<file path="config.mk">
export PLATFORM = sky130hd
export DESIGN_NAME = brg_regbank
export DESIGN_NICKNAME = d
export VERILOG_FILES = /design/src/rtl/brg_pkg.sv /design/src/rtl/brg_regbank.sv
export VERILOG_INCLUDE_DIRS = /design/src /design/src/rtl
export SDC_FILE = /design/constraint.sdc
export NUM_CORES = 1
export LEC_CHECK = 0
export ABC_AREA = 1
export BUFFER_PORTS_ARGS = -buffer_cell sky130_fd_sc_hd__buf_2
export CORE_MARGIN = 5
export CORE_UTILIZATION = 60
export CTS_CLUSTER_DIAMETER = 150
export DETAILED_ROUTE_END_ITERATION = 8
export PLACE_DENSITY = 0.81
export SLEW_MARGIN = 5
export SYNTH_ARGS = -nofsm -noshare
export SYNTH_HDL_FRONTEND = slang
export SYNTH_SLANG_ARGS = --single-unit
</file>
<file path="constraint.sdc">
create_clock -name CLK_SYS_I -period 3.1 [get_ports CLK_SYS_I]
set_input_delay 0.62 -clock CLK_SYS_I [delete_from_list [all_inputs] [get_ports CLK_SYS_I]]
set_output_delay 0.62 -clock CLK_SYS_I [all_outputs]
set_load 0.1 [all_outputs]
</file>
<file path="src/rtl/brg_map.svh">
// register offsets, reset values and bus address slots of the regulator bank
`ifndef BRG_MAP_SVH
`define BRG_MAP_SVH
// register offsets
`define BRG_OFS_EVENT 8'h00
`define BRG_OFS_LIVE 8'h01
`define BRG_OFS_GAP_A 8'h02
`define BRG_OFS_PRODUCT 8'h03
`define BRG_OFS_REVISION 8'h04
`define BRG_OFS_FEATURE 8'h05
`define BRG_OFS_PWR_OK 8'h12
`define BRG_OFS_TIMING 8'h13
`define BRG_OFS_COMMAND 8'h14
`define BRG_OFS_GAP_B 8'h15
`define BRG_OFS_LIMIT 8'h16
`define BRG_OFS_VOUT_HIGH 8'h17
`define BRG_OFS_VOUT_LOW 8'h18
// reset values
`define BRG_RST_EVENT 8'h00
`define BRG_RST_LIVE 8'h01
`define BRG_RST_FEATURE 8'h00
`define BRG_RST_PWR_OK 8'h11
`define BRG_RST_TIMING 8'h19
`define BRG_RST_COMMAND 8'h8d
`define BRG_RST_LIMIT 8'he3
`define BRG_RST_VOUT_HIGH 8'h28
`define BRG_RST_VOUT_LOW 8'h60
// live status bit that is always zero
`define BRG_SPARE_MASK 8'hef
// eight factory bus addresses, slot 7 first
`define BRG_ADDR_TABLE {7'h6c, 7'h68, 7'h64, 7'h60, 7'h1c, 7'h18, 7'h14, 7'h10}
// bits in one bus byte
`define BRG_BYTE_BITS 4'h8
`endif

</file>
<file path="src/rtl/brg_pkg.sv">
// types shared by the regulator register bank
package brg_pkg;
	// serial slave states
	typedef enum logic [2:0] {
		ST_IDLE,
		ST_ADDR,
		ST_ADDR_ACK,
		ST_WRITE,
		ST_WRITE_ACK,
		ST_READ,
		ST_READ_ACK
	} brg_state_e;
	// one register byte
	typedef logic [7:0] brg_byte_t;
endpackage : brg_pkg

</file>
<file path="src/rtl/brg_regbank.sv">
// two-wire slave and register bank of a configurable step-down regulator
`timescale 1ns/1ps
`default_nettype none
`include "brg_map.svh"
////////////////////////////////////////////////////////////////////////////////
// Overview of operation
// - read-only ignores writes, read-clear, read-write stores
// - reserved addresses have no register behind
// - event latch at 00h, live status 01h
// - power-ok/discharge setting at 12h
// - enable and ramp timing at 13h
// - operating command register at 14h
// - limit and reset config at 16h
// - pin selects 17h high, 18h low
// - write: pointer byte, then auto-incremented data
// - reads start at pointer, auto-increment
// - answer one of eight factory addresses
////////////////////////////////////////////////////////////////////////////////
module brg_regbank
	import brg_pkg::*;
#(
	parameter logic [2:0] ADDR_SEL = 3'h1, // factory address slot
	parameter logic [7:0] PRODUCT_CODE = 8'h5a, // arbitrary value
	parameter logic [7:0] REVISION_CODE = 8'h01, // arbitrary value
	parameter logic [7:0] FEATURE_CODE = `BRG_RST_FEATURE, // trim value
	// reset values of the six writable registers, highest offset first
	parameter logic [47:0] RW_RESET = {`BRG_RST_VOUT_LOW, `BRG_RST_VOUT_HIGH,
		`BRG_RST_LIMIT, `BRG_RST_COMMAND, `BRG_RST_TIMING, `BRG_RST_PWR_OK}
) (
	input wire logic CLK_SYS_I,
	input wire logic RSTN_I,
	input wire logic SCL_I,
	input wire logic SDA_I,
	output logic SDA_O,
	output logic SDA_OE_O,
	input wire logic VOLTAGE_SELECT_PIN_I,
	input wire logic [7:0] STATUS_I,
	output logic [7:0] PWR_OK_CFG_O,
	output logic [7:0] RAMP_TIMING_O,
	output logic [7:0] OP_COMMAND_O,
	output logic [7:0] LIMIT_CFG_O,
	output logic [7:0] VOUT_SETTING_O
);
	////////////////////////////////////////////////////////////////////////////
	// bus sampling and framing
	logic scl_q; // previous clock line
	logic sda_q; // previous data line
	brg_state_e state; // slave state
	logic [3:0] bit_cnt; // bits moved in this byte
	logic [7:0] shift; // byte being moved
	brg_byte_t ptr; // register pointer
	logic ptr_phase; // next written byte is the pointer
	logic rd_mode; // current transaction reads
	logic nack; // controller refused the last byte
	logic drive; // pull data line low
	logic [55:0] addr_table; // all factory addresses
	logic [6:0] dev_addr; // our address
	logic scl_rise, scl_fall, start_cond, stop_cond, byte_done;
	logic load_rd, wr_en;
	brg_byte_t rd_data; // byte at the pointer

	// edge history; inputs already arrive synchronous
	always_ff @(posedge CLK_SYS_I or negedge RSTN_I) begin
		if (!RSTN_I) begin
			scl_q <= 1'b1;
			sda_q <= 1'b1;
		end else begin
			scl_q <= SCL_I;
			sda_q <= SDA_I;
		end
	end

	assign scl_rise = SCL_I & ~scl_q;
	assign scl_fall = ~SCL_I & scl_q;
	// data moving while the clock is high frames a transaction
	assign start_cond = scl_q & SCL_I & sda_q & ~SDA_I;
	assign stop_cond = scl_q & SCL_I & ~sda_q & SDA_I;
	assign byte_done = scl_fall & (bit_cnt == `BRG_BYTE_BITS);
	assign addr_table = `BRG_ADDR_TABLE;
	assign dev_addr = addr_table[ADDR_SEL*7 +: 7];
	// a read byte is fetched on the fall that ends an acked slot
	assign load_rd = scl_fall & (((state == ST_ADDR_ACK) & rd_mode) |
		((state == ST_READ_ACK) & ~nack));
	// every byte after the pointer byte is data
	assign wr_en = byte_done & (state == ST_WRITE) & ~ptr_phase;
	// open drain: only ever pull low
	assign SDA_O = 1'b0;
	assign SDA_OE_O = drive;

	////////////////////////////////////////////////////////////////////////////
	// slave state machine
	always_ff @(posedge CLK_SYS_I or negedge RSTN_I) begin
		if (!RSTN_I) begin
			state <= ST_IDLE;
			bit_cnt <= 4'h0;
			shift <= 8'h00;
			ptr <= 8'h00;
			ptr_phase <= 1'b0;
			rd_mode <= 1'b0;
			nack <= 1'b0;
			drive <= 1'b0;
		end else if (start_cond) begin
			// repeated start keeps the pointer for the read
			state <= ST_ADDR;
			bit_cnt <= 4'h0;
			ptr_phase <= 1'b1;
			drive <= 1'b0;
		end else if (stop_cond) begin
			state <= ST_IDLE;
			drive <= 1'b0;
		end else begin
			case (state)
				ST_ADDR, ST_WRITE: begin
					// shift in on rising clock
					if (scl_rise) begin
						shift <= {shift[6:0], SDA_I};
						bit_cnt <= bit_cnt + 4'h1;
					end
					if (byte_done && state == ST_ADDR) begin
						if (shift[7:1] == dev_addr) begin
							state <= ST_ADDR_ACK;
							rd_mode <= shift[0];
							drive <= 1'b1;
						end else begin
							// not ours: sit out until the next start
							state <= ST_IDLE;
						end
					end else if (byte_done) begin
						state <= ST_WRITE_ACK;
						drive <= 1'b1;
						ptr_phase <= 1'b0;
						if (ptr_phase) begin
							ptr <= shift;
						end else begin
							// reserved slots still advance the pointer
							ptr <= ptr + 8'h01;
						end
					end
				end
				ST_ADDR_ACK, ST_WRITE_ACK: begin
					// release ack on the falling clock
					if (load_rd) begin
						state <= ST_READ;
						drive <= ~rd_data[7];
						shift <= {rd_data[6:0], 1'b0};
						bit_cnt <= 4'h1;
						ptr <= ptr + 8'h01;
					end else if (scl_fall) begin
						state <= ST_WRITE;
						drive <= 1'b0;
						bit_cnt <= 4'h0;
					end
				end
				ST_READ: begin
					// drive next bit after each fall
					if (byte_done) begin
						state <= ST_READ_ACK;
						drive <= 1'b0;
					end else if (scl_fall) begin
						drive <= ~shift[7];
						shift <= {shift[6:0], 1'b0};
						bit_cnt <= bit_cnt + 4'h1;
					end
				end
				ST_READ_ACK: begin
					// controller acks low, nacks high
					if (scl_rise) begin
						nack <= SDA_I;
					end
					if (load_rd) begin
						state <= ST_READ;
						drive <= ~rd_data[7];
						shift <= {rd_data[6:0], 1'b0};
						bit_cnt <= 4'h1;
						ptr <= ptr + 8'h01;
					end else if (scl_fall) begin
						state <= ST_IDLE;
					end
				end
				default: begin
					state <= ST_IDLE;
					drive <= 1'b0;
				end
			endcase
		end
	end

	////////////////////////////////////////////////////////////////////////////
	// event latch and live status
	brg_byte_t live_status; // real-time sense copy
	brg_byte_t event_latch; // sticky edge events
	logic [7:0] ev_set; // edges seen this cycle
	logic ev_clear; // event byte fetched for reading
	logic [7:0] next_event;

	// both edges count, spare bit never moves
	assign ev_set = (live_status ^ STATUS_I) & `BRG_SPARE_MASK;
	assign ev_clear = load_rd & (ptr == `BRG_OFS_EVENT);
	// set wins over the clear so no edge is lost
	assign next_event = (ev_clear ? 8'h00 : event_latch) | ev_set;

	// status registers; writes never reach them
	always_ff @(posedge CLK_SYS_I or negedge RSTN_I) begin
		if (!RSTN_I) begin
			live_status <= `BRG_RST_LIVE;
			event_latch <= `BRG_RST_EVENT;
		end else begin
			live_status <= STATUS_I & `BRG_SPARE_MASK;
			event_latch <= next_event;
		end
	end

	////////////////////////////////////////////////////////////////////////////
	// writable registers, one generate entry each
	localparam logic [47:0] RW_OFS = {`BRG_OFS_VOUT_LOW, `BRG_OFS_VOUT_HIGH,
		`BRG_OFS_LIMIT, `BRG_OFS_COMMAND, `BRG_OFS_TIMING, `BRG_OFS_PWR_OK};
	logic [7:0] rw_q [6]; // stored settings
	logic [7:0] rd_chain [7]; // or-chain of read hits

	assign rd_chain[0] =
		((ptr == `BRG_OFS_EVENT) ? event_latch : 8'h00) |
		((ptr == `BRG_OFS_LIVE) ? live_status : 8'h00) |
		((ptr == `BRG_OFS_PRODUCT) ? PRODUCT_CODE : 8'h00) |
		((ptr == `BRG_OFS_REVISION) ? REVISION_CODE : 8'h00) |
		((ptr == `BRG_OFS_FEATURE) ? FEATURE_CODE : 8'h00);
	// unmatched offsets fall through as zero
	assign rd_data = rd_chain[6];

	genvar gi;
	generate
		for (gi = 0; gi < 6; gi++) begin : g_rw
			logic hit; // pointer on this entry
			assign hit = (ptr == RW_OFS[gi*8 +: 8]);
			assign rd_chain[gi+1] = rd_chain[gi] | (hit ? rw_q[gi] : 8'h00);
			// store whatever the controller writes
			always_ff @(posedge CLK_SYS_I or negedge RSTN_I) begin
				if (!RSTN_I) begin
					rw_q[gi] <= RW_RESET[gi*8 +: 8];
				end else if (wr_en && hit) begin
					rw_q[gi] <= shift;
				end
			end
		end
	endgenerate

	// settings to the regulator core
	assign PWR_OK_CFG_O = rw_q[0];
	assign RAMP_TIMING_O = rw_q[1];
	assign OP_COMMAND_O = rw_q[2];
	assign LIMIT_CFG_O = rw_q[3];

	// pin picks the active setting, registered for a clean output
	always_ff @(posedge CLK_SYS_I or negedge RSTN_I) begin
		if (!RSTN_I) begin
			VOUT_SETTING_O <= RW_RESET[47:40];
		end else begin
			VOUT_SETTING_O <= VOLTAGE_SELECT_PIN_I ? rw_q[4] : rw_q[5];
		end
	end

	////////////////////////////////////////////////////////////////////////////
	// checks
	event_clear_a: assert property (@(posedge CLK_SYS_I) disable iff (!RSTN_I)
		ev_clear |=> event_latch == $past(ev_set))
		else $error("event latch not cleared on read");
	event_edge_a: assert property (@(posedge CLK_SYS_I) disable iff (!RSTN_I)
		(STATUS_I[0] != live_status[0]) |=> event_latch[0] && live_status[0] == $past(STATUS_I[0]))
		else $error("status edge not latched");
	reserved_zero_a: assert property (@(posedge CLK_SYS_I) disable iff (!RSTN_I)
		(ptr == `BRG_OFS_GAP_A || ptr == `BRG_OFS_GAP_B || ptr > `BRG_OFS_VOUT_LOW ||
		(ptr > `BRG_OFS_FEATURE && ptr < `BRG_OFS_PWR_OK)) |-> rd_data == 8'h00)
		else $error("reserved address reads nonzero");
	pwr_ok_write_a: assert property (@(posedge CLK_SYS_I) disable iff (!RSTN_I)
		(wr_en && ptr == `BRG_OFS_PWR_OK) |=> PWR_OK_CFG_O == $past(shift))
		else $error("power-ok write lost");
	timing_write_a: assert property (@(posedge CLK_SYS_I) disable iff (!RSTN_I)
		(wr_en && ptr == `BRG_OFS_TIMING) |=> RAMP_TIMING_O == $past(shift))
		else $error("timing write lost");
	command_hold_a: assert property (@(posedge CLK_SYS_I) disable iff (!RSTN_I)
		!(wr_en && ptr == `BRG_OFS_COMMAND) |=> $stable(OP_COMMAND_O))
		else $error("command changed without a write");
	limit_write_a: assert property (@(posedge CLK_SYS_I) disable iff (!RSTN_I)
		(wr_en && ptr == `BRG_OFS_LIMIT) |=> LIMIT_CFG_O == $past(shift))
		else $error("limit write lost");
	vout_select_a: assert property (@(posedge CLK_SYS_I) disable iff (!RSTN_I)
		(wr_en && ptr == `BRG_OFS_VOUT_HIGH) ##1 VOLTAGE_SELECT_PIN_I |=>
		VOUT_SETTING_O == $past(shift, 2))
		else $error("high-pin setting not selected");
	write_incr_a: assert property (@(posedge CLK_SYS_I) disable iff (!RSTN_I)
		(wr_en && !start_cond && !stop_cond) |=> ptr == $past(ptr) + 8'h01)
		else $error("write pointer did not advance");
	read_incr_a: assert property (@(posedge CLK_SYS_I) disable iff (!RSTN_I)
		(load_rd && !start_cond && !stop_cond) |=> ptr == $past(ptr) + 8'h01 && state == ST_READ)
		else $error("read pointer did not advance");
	addr_miss_a: assert property (@(posedge CLK_SYS_I) disable iff (!RSTN_I)
		(byte_done && state == ST_ADDR && shift[7:1] != dev_addr && !start_cond && !stop_cond)
		|=> state == ST_IDLE && !SDA_OE_O)
		else $error("foreign address answered");
endmodule : brg_regbank
`default_nettype wire

</file>
==> flow_summary_export.csv, run 1 <==
group,metric,value,unit
cts,clockBufferDepth,2,
finish,area_growth,4.243,%
yosys,syn-num-nets,700,
drt,drc,0,
grt,grt_pass1_vias,4398,
setup_path,cp.arrival,2.40,ns
yosys,synth_top_area_share,0.3524,
setup_path,required,3.41,ns
timing,hold_slack,0.3136,ns
floorplan,die_width,104.8,microns
finish,utilization,0.6419,
grt,grt_pass1_wl,21.80,mm
timing,setup_viol,0,
finish,n_antenna_cell,0,
drt,routed_wl,13.12,mm
finish,final_layout_size_suffix_gt1_frac,0.1849,
yosys,synth.area.top_cells,"dfrtp_1 (35%), nand2_1 (14%), dfstp_2 (11%)",
grt,grt_max_degree,62,
run_status,outcome,"completed",
drt,ant_nets,0,
grt,antenna_found_initial,0,
place,io_buffers,52,
setup_path,path_buf_inv,2,
timing,setup_tns,0,ns
grt,grt-ovfl-total,0,
yosys,yosysWarnings,0,
pwr,powerDensity,686.0,nW/um^2
yosys,synth-edff-count,0,
cts,ctsHoldBuffers,0,
cts,cts_setup_buffers,0,
flow_run,maxCapViolCount,0,
place,hpwlAfterDp,9.441,mm
setup_path,critical_path_class,"reg -> reg",
timing,fin_crit,2.089,ns
setup_path,worst_path_max_delay_cell,"nor2_1",
drt,vias,4615,
grt,grtUsageTotal,0.2446,
timing,max_freq,0.4786,GHz
yosys,synthArstFlopShare,1.000,
yosys,synth_seq_cells,99,
drt,initialDrtViolationCount,356,
timing,final.setup_skew,0.01359,ns
floorplan,rows,34,
drt,wl_per_cell,16.18,microns
timing,rsz0062_at_grt,"no",
yosys,ys_seq_area_frac,0.4644,
finish,final_nets,717,
drt,vias_per_cell,5.691,
floorplan,start_util,0.6158,
place,globalplace.congestion,0.9226,
setup_path,startpoint_type,"register",
floorplan,die_area,10990,sq um
timing,min_period_over_period,0.6740,
yosys,yosysTopAreaCell,"dfrtp_1",
setup_path,worst_setup_path_end_kind,"register",
yosys,synthCells,681,
worst_hold_path,hp-class,"in -> async",
yosys,synth.distinct_cells,37,
yosys,synthFlopType,"dfrtp_1",
timing,finalHoldViolations,0,
timing,tightest_slew,0.7918,ns
cts,path_clk_slew,0.09,ns
cts,cts.sinks,99,
cts,insertion_delay,0.38,ns
cts,htree_levels,3,
setup_path,critical-path-max-stage-delay,0.59,ns
drt,dr.pass1.iters,5,
cts,cts_buffers,9,
floorplan,dieHeight,104.8,microns
place,placedCellCount,795,
cts,cts-root-buf,"clkbuf_8",
pwr,total_power,0.003859,W
cts,cts-resized-gates,0,
setup_path,cp_max_fo,8,
timing,slew_headroom,0.4702,
yosys,synth_area,5396,sq um
yosys,avgSynthCellArea,7.924,sq um
setup_path,path_cells,"inv_1 > ha_1 > inv_1 > nor2_1 > nand2_1 > nor2_1 > nor2_1 > nand3b_1 > nand2_1 > nand2_1",
finish,instances_no_fill,811,
floorplan,io_pins,55,
pwr,power.static_leakage,2.718,nW
cts,cts_tree,"done",
floorplan,coreArea,8763,sq um
pwr,ir_drop,0.5308,mV
setup_path,cp_top_family,"simple AND/OR/NAND/NOR gates",
timing,drv_slew,0,
==> final timing paths <==
| check | start | endpoint | slack [ns] | depth (start not counted) |
|---|---|---|---|---|
| worst max-delay path | ptr[0] | shift[1] | 1.01 | 10 |
| worst min-delay path | RSTN_I | state[1] | 0.31 | 1 |
| worst max register to register | ptr[0] | shift[1] | 1.01 | 10 |
| worst min register to register | OP_COMMAND_O[3] | OP_COMMAND_O[3] | 0.49 | 2 |
| max in group asynchronous | RSTN_I | LIMIT_CFG_O[6] | 1.96 | 2 |
| min in group CLK_SYS_I | STATUS_I[0] | live_status[0] | 0.35 | 1 |
==> layer usage <==
| metal | global-route usage | vias up | routed length (microns) |
|---|---|---|---|
| met5 | 0 | - | 0 |
| met4 | 0.09772 | 0 | 476 |
| met3 | 0.06412 | 40 | 1005 |
| met2 | 0.3970 | 189 | 6403 |
| met1 | 0.3126 | 2193 | 5234 |
| li1 | - | 2193 | - |
==> flip-flops by register name (all words and copies together) (netlist names), 3 cells and up <==
signal,count
shift,8
RAMP_TIMING_O,8
live_status,7
event_latch,7
rw_q,16
VOUT_SETTING_O,8
OP_COMMAND_O,8
PWR_OK_CFG_O,8
ptr,8
state,3
bit_cnt,4
LIMIT_CFG_O,8
==> per-stage QoR <==
step	area (sq um)	worst slack (ns)
after floorplan	5396	1.361
after global placement	5435	0.9133
after detailed placement	5435	0.8881
after CTS	5625	1.035
after global routing	5625	0.8793
final	5625	1.011
==> cell usage in the layout (no fill, tap or decap), types with 4 or more instances in the layout <==
| cell | instances |
|---|---|
| inv_2 | 10 |
| clkbuf_8 | 10 |
| a21oi_1 | 16 |
| nor2_1 | 61 |
| inv_1 | 47 |
| buf_2 | 51 |
| xnor2_1 | 7 |
| o21ai_1 | 55 |
| nand2_1 | 196 |
| dfstp_2 | 23 |
| nand3_1 | 60 |
| ha_1 | 6 |
| o21ai_0 | 29 |
| nand2_2 | 8 |
| dfrtp_1 | 76 |
| buf_4 | 4 |
| nor2_2 | 4 |
| nand4_1 | 4 |
==> cell usage after synthesis, drive strengths merged, types with 2 or more instances <==
master	instances
dfstp	23
a21oi	16
clkbuf	3
xor2	2
o21ai	84
nor3	2
inv	57
xnor2	7
buf	46
nand3	64
dfrtp	76
ha	6
mux2	3
nor2	69
o22ai	3
nand2	204
nand4	5
nand3b	3
==> power breakdown <==
part,internal (W),switching [W],total (W)
Clock,0.000328,0.000485,0.000813
Combinational,0.000403,0.00104,0.00145
Sequential,0.00144,0.000157,0.00160
==> layout make-up <==
cell class,count,area (sq um)
fillers,782,3138
flip-flops and latches,99,2506
multi-input cells,475,2291
repair buffers,55,285.3
inverters,58,217.7
clock buffers,10,137.6
well taps,108,135.1
clock inverters,6,52.55
==> worst reg2reg max path, stage by stage, from the launching register on <==
cell and delay [ns]:
dfrtp_1 0.43, inv_1 0.13, ha_1 0.18, inv_1 0.07
nor2_1 0.59, nand2_1 0.18, nor2_1 0.13, nor2_1 0.06
nand3b_1 0.12, nand2_1 0.07, nand2_1 0.06
==> cells by family after synthesis <==
kind of cell             Yosys count  share of synthesized area
flip-flops                        99                     0.4644
adder cells (fa/ha/maj)            6                    0.01391
multiplexers                       3                   0.006260
other                              1                  0.0006949
buffers and inverters            107                     0.1111
XOR/XNOR                           9                    0.01461
AO/OA/AOI/OAI                    105                    0.09877
AND/OR/NAND/NOR                  351                     0.2903
No activity file was read; power rests on OpenSTA's default activity.
==> run 2, diff against run 1 <==
- ABC_AREA: 1 -> 0
- CORE_UTILIZATION: 60 -> 59
- PLACE_DENSITY: 0.81 -> 0.8
- clock period: 3.1 -> 2.13 ns (I/O delays scaled with it)
==> run 2 against run 1 <==
  * Cell count shrank 17%
  * Highest routed layer unchanged
  * Critical path depth is 5 lower
  * Flip-flop and latch count unchanged
  * Hold slack got worse by 0.13 ns
  * Register-to-register slack got worse by 0.97 ns
  * Combinational power fell by 52%
  * Global-route usage fell by 0.26 points
  * Setup slack worse by 0.97 ns
  * Total power grew 3.2%
  * Via count down 8.3%
  * Critical path type unchanged
  * Clock skew hardly changed
  * Wire length increased by 0.57%
==> flow_summary_export.csv, run 2 <==
group,metric,value,unit
floorplan,dieHeight,106.3,microns
yosys,synthFlopType,"dfrtp_1",
grt,grt_max_degree,57,
cts,path_clk_slew,0.10,ns
worst_hold_path,hp-class,"in -> reg",
drt,wl_per_cell,19.69,microns
timing,max_freq,0.4783,GHz
setup_path,critical_path_class,"reg -> reg",
finish,area_growth,12.39,%
drt,initialDrtViolationCount,278,
cts,cts-root-buf,"clkbuf_8",
finish,largest_register_ffs,16,
yosys,syn-num-nets,521,
yosys,synth.area.top_cells,"dfrtp_1 (35%), dfstp_2 (11%), mux2_2 (7.8%)",
grt,grt_pass1_wl,21.58,mm
timing,setup_viol,0,
drt,vias_per_cell,6.319,
setup_path,regToRegEndpoint,"LIMIT_CFG_O[4]",
cts,insertion_delay,0.37,ns
cts,cts_tree,"done",
floorplan,io_pins,55,
yosys,synthArstFlopShare,1.000,
floorplan,rows,35,
setup_path,r2r_start,"ptr[5]",
pwr,total_power,0.003984,W
yosys,synth-edff-count,0,
drt,drc,0,
grt,grt_pass1_vias,4062,
cts,cts.sinks,99,
drt,dr.pass1.iters,6,
flow_run,maxCapViolCount,0,
drt,routed_wl,13.19,mm
worst_hold_path,whs_path_depth,1,
drt,vias,4234,
yosys,netlist_top_cells_count,"dfrtp_1 (76), mux2_2 (38), buf_4 (34)",
timing,fin_crit,2.091,ns
timing,final.setup_skew,0.01378,ns
place,io_buffers,52,
setup_path,startpoint_type,"register",
finish,final_cell_mix,"dfrtp_1 (75), buf_4 (55), buf_2 (51), mux2_2 (38), nand2_1 (32)",
pwr,powerDensity,647.7,nW/um^2
yosys,synth_most_common_cell,"dfrtp_1",
place,hpwlAfterDp,9.670,mm
finish,final_common_cell,"dfrtp_1",
setup_path,cp_max_fo,5,
yosys,avgSynthCellArea,10.90,sq um
floorplan,start_util,0.5979,
yosys,synth.distinct_cells,70,
cts,htree_levels,3,
pwr,ir_drop,0.5654,mV
timing,rsz0062_at_grt,"yes",
finish,final_layout_size_suffix_gt1_frac,0.4025,
timing,setup_tns,0,ns
cts,cts_buffers,9,
setup_path,worst_setup_path_end_kind,"register",
yosys,ys_seq_area_frac,0.4579,
floorplan,die_area,11300,sq um
grt,antenna_found_initial,0,
finish,n_antenna_cell,0,
drt,ant_nets,0,
setup_path,r2r_cells,5,
grt,grtUsageTotal,0.2419,
yosys,synth_seq_cells,99,
setup_path,r2r_slack,0.04,ns
timing,min_period_over_period,0.9816,
yosys,synth_area,5473,sq um
worst_hold_path,hold_start,"STATUS_I[5]",
grt,grt-ovfl-total,0,
pwr,power.static_leakage,2.811,nW
timing,finalHoldViolations,0,
yosys,yosysTopAreaCell,"dfrtp_1",
run_status,outcome,"completed",
timing,drv_slew,0,
cts,clockBufferDepth,2,
floorplan,coreArea,9153,sq um
worst_hold_path,holdPathEnd,"live_status[5]",
place,globalplace.congestion,0.9088,
yosys,synth_top_area_share,0.3475,
finish,final_nets,573,
yosys,yosysWarnings,0,
floorplan,die_width,106.3,microns
yosys,synthCells,502,
finish,top_register,"rw_q",
setup_path,required,2.39,ns
setup_path,cp.arrival,2.35,ns
==> run 2: changes by cell type after synthesis, sizes merged, moves of 9 or more <==
cell,change
nand3,-47
nand2,-171
nor2,-51
buf,+9
o21ai,-58
a221oi,+10
clkbuf,+12
inv,-50
mux2,+59
a21o,+12
==> run 2: final cells by class <==
class / count / area, sq um
clock buffers: 11 / 141.4
clock inverters: 5 / 60.06
fillers: 684 / 3002
inverters: 7 / 26.28
multi-input cells: 326 / 2527
flip-flops and latches: 99 / 2507
well taps: 111 / 138.9
repair buffers: 111 / 749.5
==> run 2: critical path: stages, from the launching register on <==
cell,delay [ns]
dfrtp_1,0.44
or4_4,0.59
nor3_4,0.23
and3_1,0.28
buf_4,0.16
mux2_4,0.29
==> run 2: cells by family (layout without fill, tap and decap cells) <==
group	after synthesis	count (layout)	synth area share
other cells	1	1	0.0006852
buf+inv	77	134	0.08436
simple gates	123	123	0.1214
compound gates	119	119	0.1523
flops	99	99	0.4579
mux	69	69	0.1568
xor+xnor	8	8	0.01280
fa+ha+maj	6	6	0.01372
==> run 2: power by group <==
group	switching (W)	total [W]	internal (W)
Combinational	0.000419	0.000689	0.000270
Clock	0.000656	0.00124	0.000582
Sequential	0.0000891	0.00206	0.00197
Total	0.00116	0.00398	0.00282
==> run 2: repair_timing <==
action	CTS	global route
gates resized for setup	1	9
cloned	0	0
hold endpoints to repair	11	0
endpoints found under the setup margin	1	28
hold buffers	1	0
pin swaps	0	1
buffers inserted	0	2
==> run 2: how the worst max path moves through the flow <==
stage                  start              end  slack, ns  cells after the start
floorplan              SCL_I  PWR_OK_CFG_O[1]       0.19                      8
global placement    state[2]           ptr[0]       0.09                      5
detailed placement  state[2]           ptr[0]       0.01                      5
CTS                   ptr[3]   LIMIT_CFG_O[4]       0.05                      5
global route          ptr[5]         shift[2]      -0.02                      6
finish                ptr[5]   LIMIT_CFG_O[4]       0.04                      5
==> run 2: through the flow <==
step / setup slack (ns) / std cells / util / instance area (sq um) / hold WS, ns
after global placement: 0.09323 / 651 / 0.6443 / 5897 / 0.3071
final: 0.03922 / 670 / 0.6720 / 6151 / 0.1799
after detailed placement: 0.01261 / 651 / 0.6443 / 5897 / 0.3158
after floorplan: 0.1911 / 502 / - / 5473 / 0.1304
after CTS: 0.04779 / 668 / 0.6677 / 6111 / 0.1630
after global routing: -0.02478 / 670 / 0.6720 / 6151 / 0.1606
==> run 2: metal layers <==
layer / track usage / wire length, microns
met1: 0.3276 / 5695
met2: 0.3910 / 6263
met3: 0.04554 / 892
met4: 0.08418 / 342
met5: 0 / 0
==> run 3, diff against run 2 <==
- CORE_ASPECT_RATIO: not set -> 1.2
- CORE_UTILIZATION: 59 -> 60
- PLACE_DENSITY: 0.8 -> 0.81
- SKIP_LAST_GASP: not set -> 1
- clock period: 2.13 -> 2.65 ns (I/O delays scaled with it)
==> run 3 against run 2 <==
  * Sequential share of layout area is 1.9 points higher
  * Count of clock-buffer cells in the layout rose by 1
  * Global-route usage up 0.30 points
  * Clock power down 14%
  * Fmax fell by 11%
  * Flip-flop and latch count is the same
  * Utilization shrank 1.9 points
  * Die area down 1.4%
  * Register-to-register slack gained 0.27 ns
==> flow_summary_export.csv, run 3 (synthesis gave the netlist of run 2 again) <==
group,metric,value,unit
timing,rsz0062_at_grt,"no",
grt,grtUsageTotal,0.2449,
drt,routed_wl,13.15,mm
timing,max_freq,0.4275,GHz
finish,top_register,"rw_q",
drt,wl_per_cell,20.45,microns
finish,instances_no_fill,643,
finish,area_growth,7.225,%
setup_path,cp.arrival,2.61,ns
place,hpwlAfterDp,9.221,mm
finish,multi_input_area,2505,sq um
setup_path,cp_top_family,"simple AND/OR/NAND/NOR gates",
cts,cts-resized-gates,0,
finish,final_common_cell,"dfrtp_1",
finish,final_layout_size_suffix_gt1_frac,0.3518,
pwr,ir_drop,0.3678,mV
grt,grt_max_degree,100,
finish,final_cell_mix,"dfrtp_1 (76), buf_2 (51), mux2_2 (38), nand2_1 (33), mux2_4 (24)",
grt,grt-ovfl-total,0,
grt,grt_use_met2,0.4273,
setup_path,required,2.92,ns
timing,final.setup_skew,0.01044,ns
place,io_buffers,52,
drt,ant_nets,0,
place,placed_cell_area,5648,sq um
flow_run,maxCapViolCount,0,
pwr,power.static_leakage,2.640,nW
finish,largest_register_ffs,16,
grt,grt_util_met3,0.03900,
timing,min_period_over_period,0.8827,
timing,setup_tns,0,ns
drt,initialDrtViolationCount,312,
setup_path,critical-path-max-stage-delay,0.45,ns
cts,cts.sinks,99,
timing,setup_viol,0,
grt,grt_use_met1,0.3035,
timing,fin_crit,2.339,ns
drt,vias,4054,
setup_path,path_buf_inv,2,
timing,tightest_slew,0.7623,ns
cts,cts-root-buf,"clkbuf_8",
setup_path,r2r_slack,0.31,ns
floorplan,coreArea,8986,sq um
finish,fillCellCount,688,
cts,cts_buffers,9,
place,placedCellCount,627,
setup_path,worst_path_max_delay_cell,"and3_1",
cts,cts_tree,"done",
finish,final_area,5868,sq um
setup_path,critical_path_class,"reg -> reg",
floorplan,dieHeight,114.6,microns
cts,cts_setup_buffers,0,
grt,top_usage_layer,"met2",
cts,path_clk_slew,0.10,ns
setup_path,startpoint_type,"register",
place,globalplace.congestion,0.8731,
drt,vias_per_cell,6.305,
pwr,powerDensity,546.5,nW/um^2
cts,insertion_delay,0.38,ns
cts,htree_levels,3,
floorplan,io_pins,55,
cts,ctsHoldBuffers,0,
floorplan,rows,38,
finish,seq_area,2506,sq um
setup_path,worst_setup_path_end_kind,"register",
timing,finalHoldViolations,0,
floorplan,die_width,97.19,microns
cts,clockBufferDepth,2,
worst_hold_path,hp-class,"in -> async",
run_status,outcome,"completed",
timing,drv_slew,0,
drt,dr.pass1.iters,5,
setup_path,path_cells,"inv_1 > ha_1 > and3b_1 > nand4_1 > nor2_1 > buf_4 > and3_1 > mux2_2",
drt,drc,0,
timing,slew_headroom,0.4907,
grt,grt_pass1_vias,4073,
setup_path,cp_max_fo,8,
floorplan,die_area,11140,sq um
grt,antenna_found_initial,0,
finish,final_nets,537,
grt,grt_pass1_wl,21.43,mm
finish,n_antenna_cell,0,
floorplan,start_util,0.6090,
==> run 3: cell types whose count changed in the layout (fill, tap and decap cells not counted), sizes merged <==
cell	previous run	this run
buf	110	75
clkinv	1	0
clkbuf	11	12
dlygate4sd3	1	0
==> run 3: metrics by stage <==
step | hold WS (ns) | worst slack, ns | utilization | total power (W)
6_report | 0.1866 | 0.3108 | 0.6530 | 0.003207
5_1_grt | 0.2426 | 0.1248 | 0.6530 | 0.003332
4_1_cts | 0.2232 | 0.3199 | 0.6530 | 0.003211
3_5_place_dp | 0.4660 | 0.3373 | 0.6285 | 0.002156
3_3_place_gp | 0.4563 | 0.3932 | 0.6285 | 0.002129
2_1_floorplan | 0.2344 | 0.6071 | - | 0.001971
==> run 3: power breakdown <==
group	internal (W)	leakage, nW	switching [W]
Clock	0.000521	0.110	0.000549
Sequential	0.00158	1.24	0.000163
Combinational	0.000162	1.29	0.000233
==> run 3: worst reg2reg max path, cell delays in order, from the launching register on <==
cell,delay (ns)
dfrtp_1,0.44
inv_1,0.08
ha_1,0.15
and3b_1,0.25
nand4_1,0.19
nor2_1,0.13
buf_4,0.15
and3_1,0.45
mux2_2,0.40
==> run 3: metal layers <==
metal	share of wire	routed length [microns]
met5	0	0
met2	0.51	6743
met1	0.41	5334
met3	0.051	677
met4	0.030	396
==> run 3: path summary, 6_finish.rpt <==
| kind | startpoint | to | cells past startpoint |
|---|---|---|---|
| worst max-delay path | bit_cnt[0] | PWR_OK_CFG_O[2] | 8 |
| worst min-delay path | RSTN_I | OP_COMMAND_O[4] | 2 |
| worst max register to register | bit_cnt[0] | PWR_OK_CFG_O[2] | 8 |
| worst min register to register | event_latch[7] | event_latch[7] | 1 |
| max in group asynchronous | RSTN_I | OP_COMMAND_O[7] | 2 |
| min in group CLK_SYS_I | STATUS_I[0] | live_status[0] | 1 |
==> run 3: cell type report <==
type	instances	share of cell area
Sequential cell	99	0.4271
Multi-Input combinational cell	326	0.4269
Timing Repair Buffer	75	0.07846
Clock buffer	12	0.02814
Tap cell	120	0.02559
Clock inverter	4	0.009382
Inverter	7	0.004478
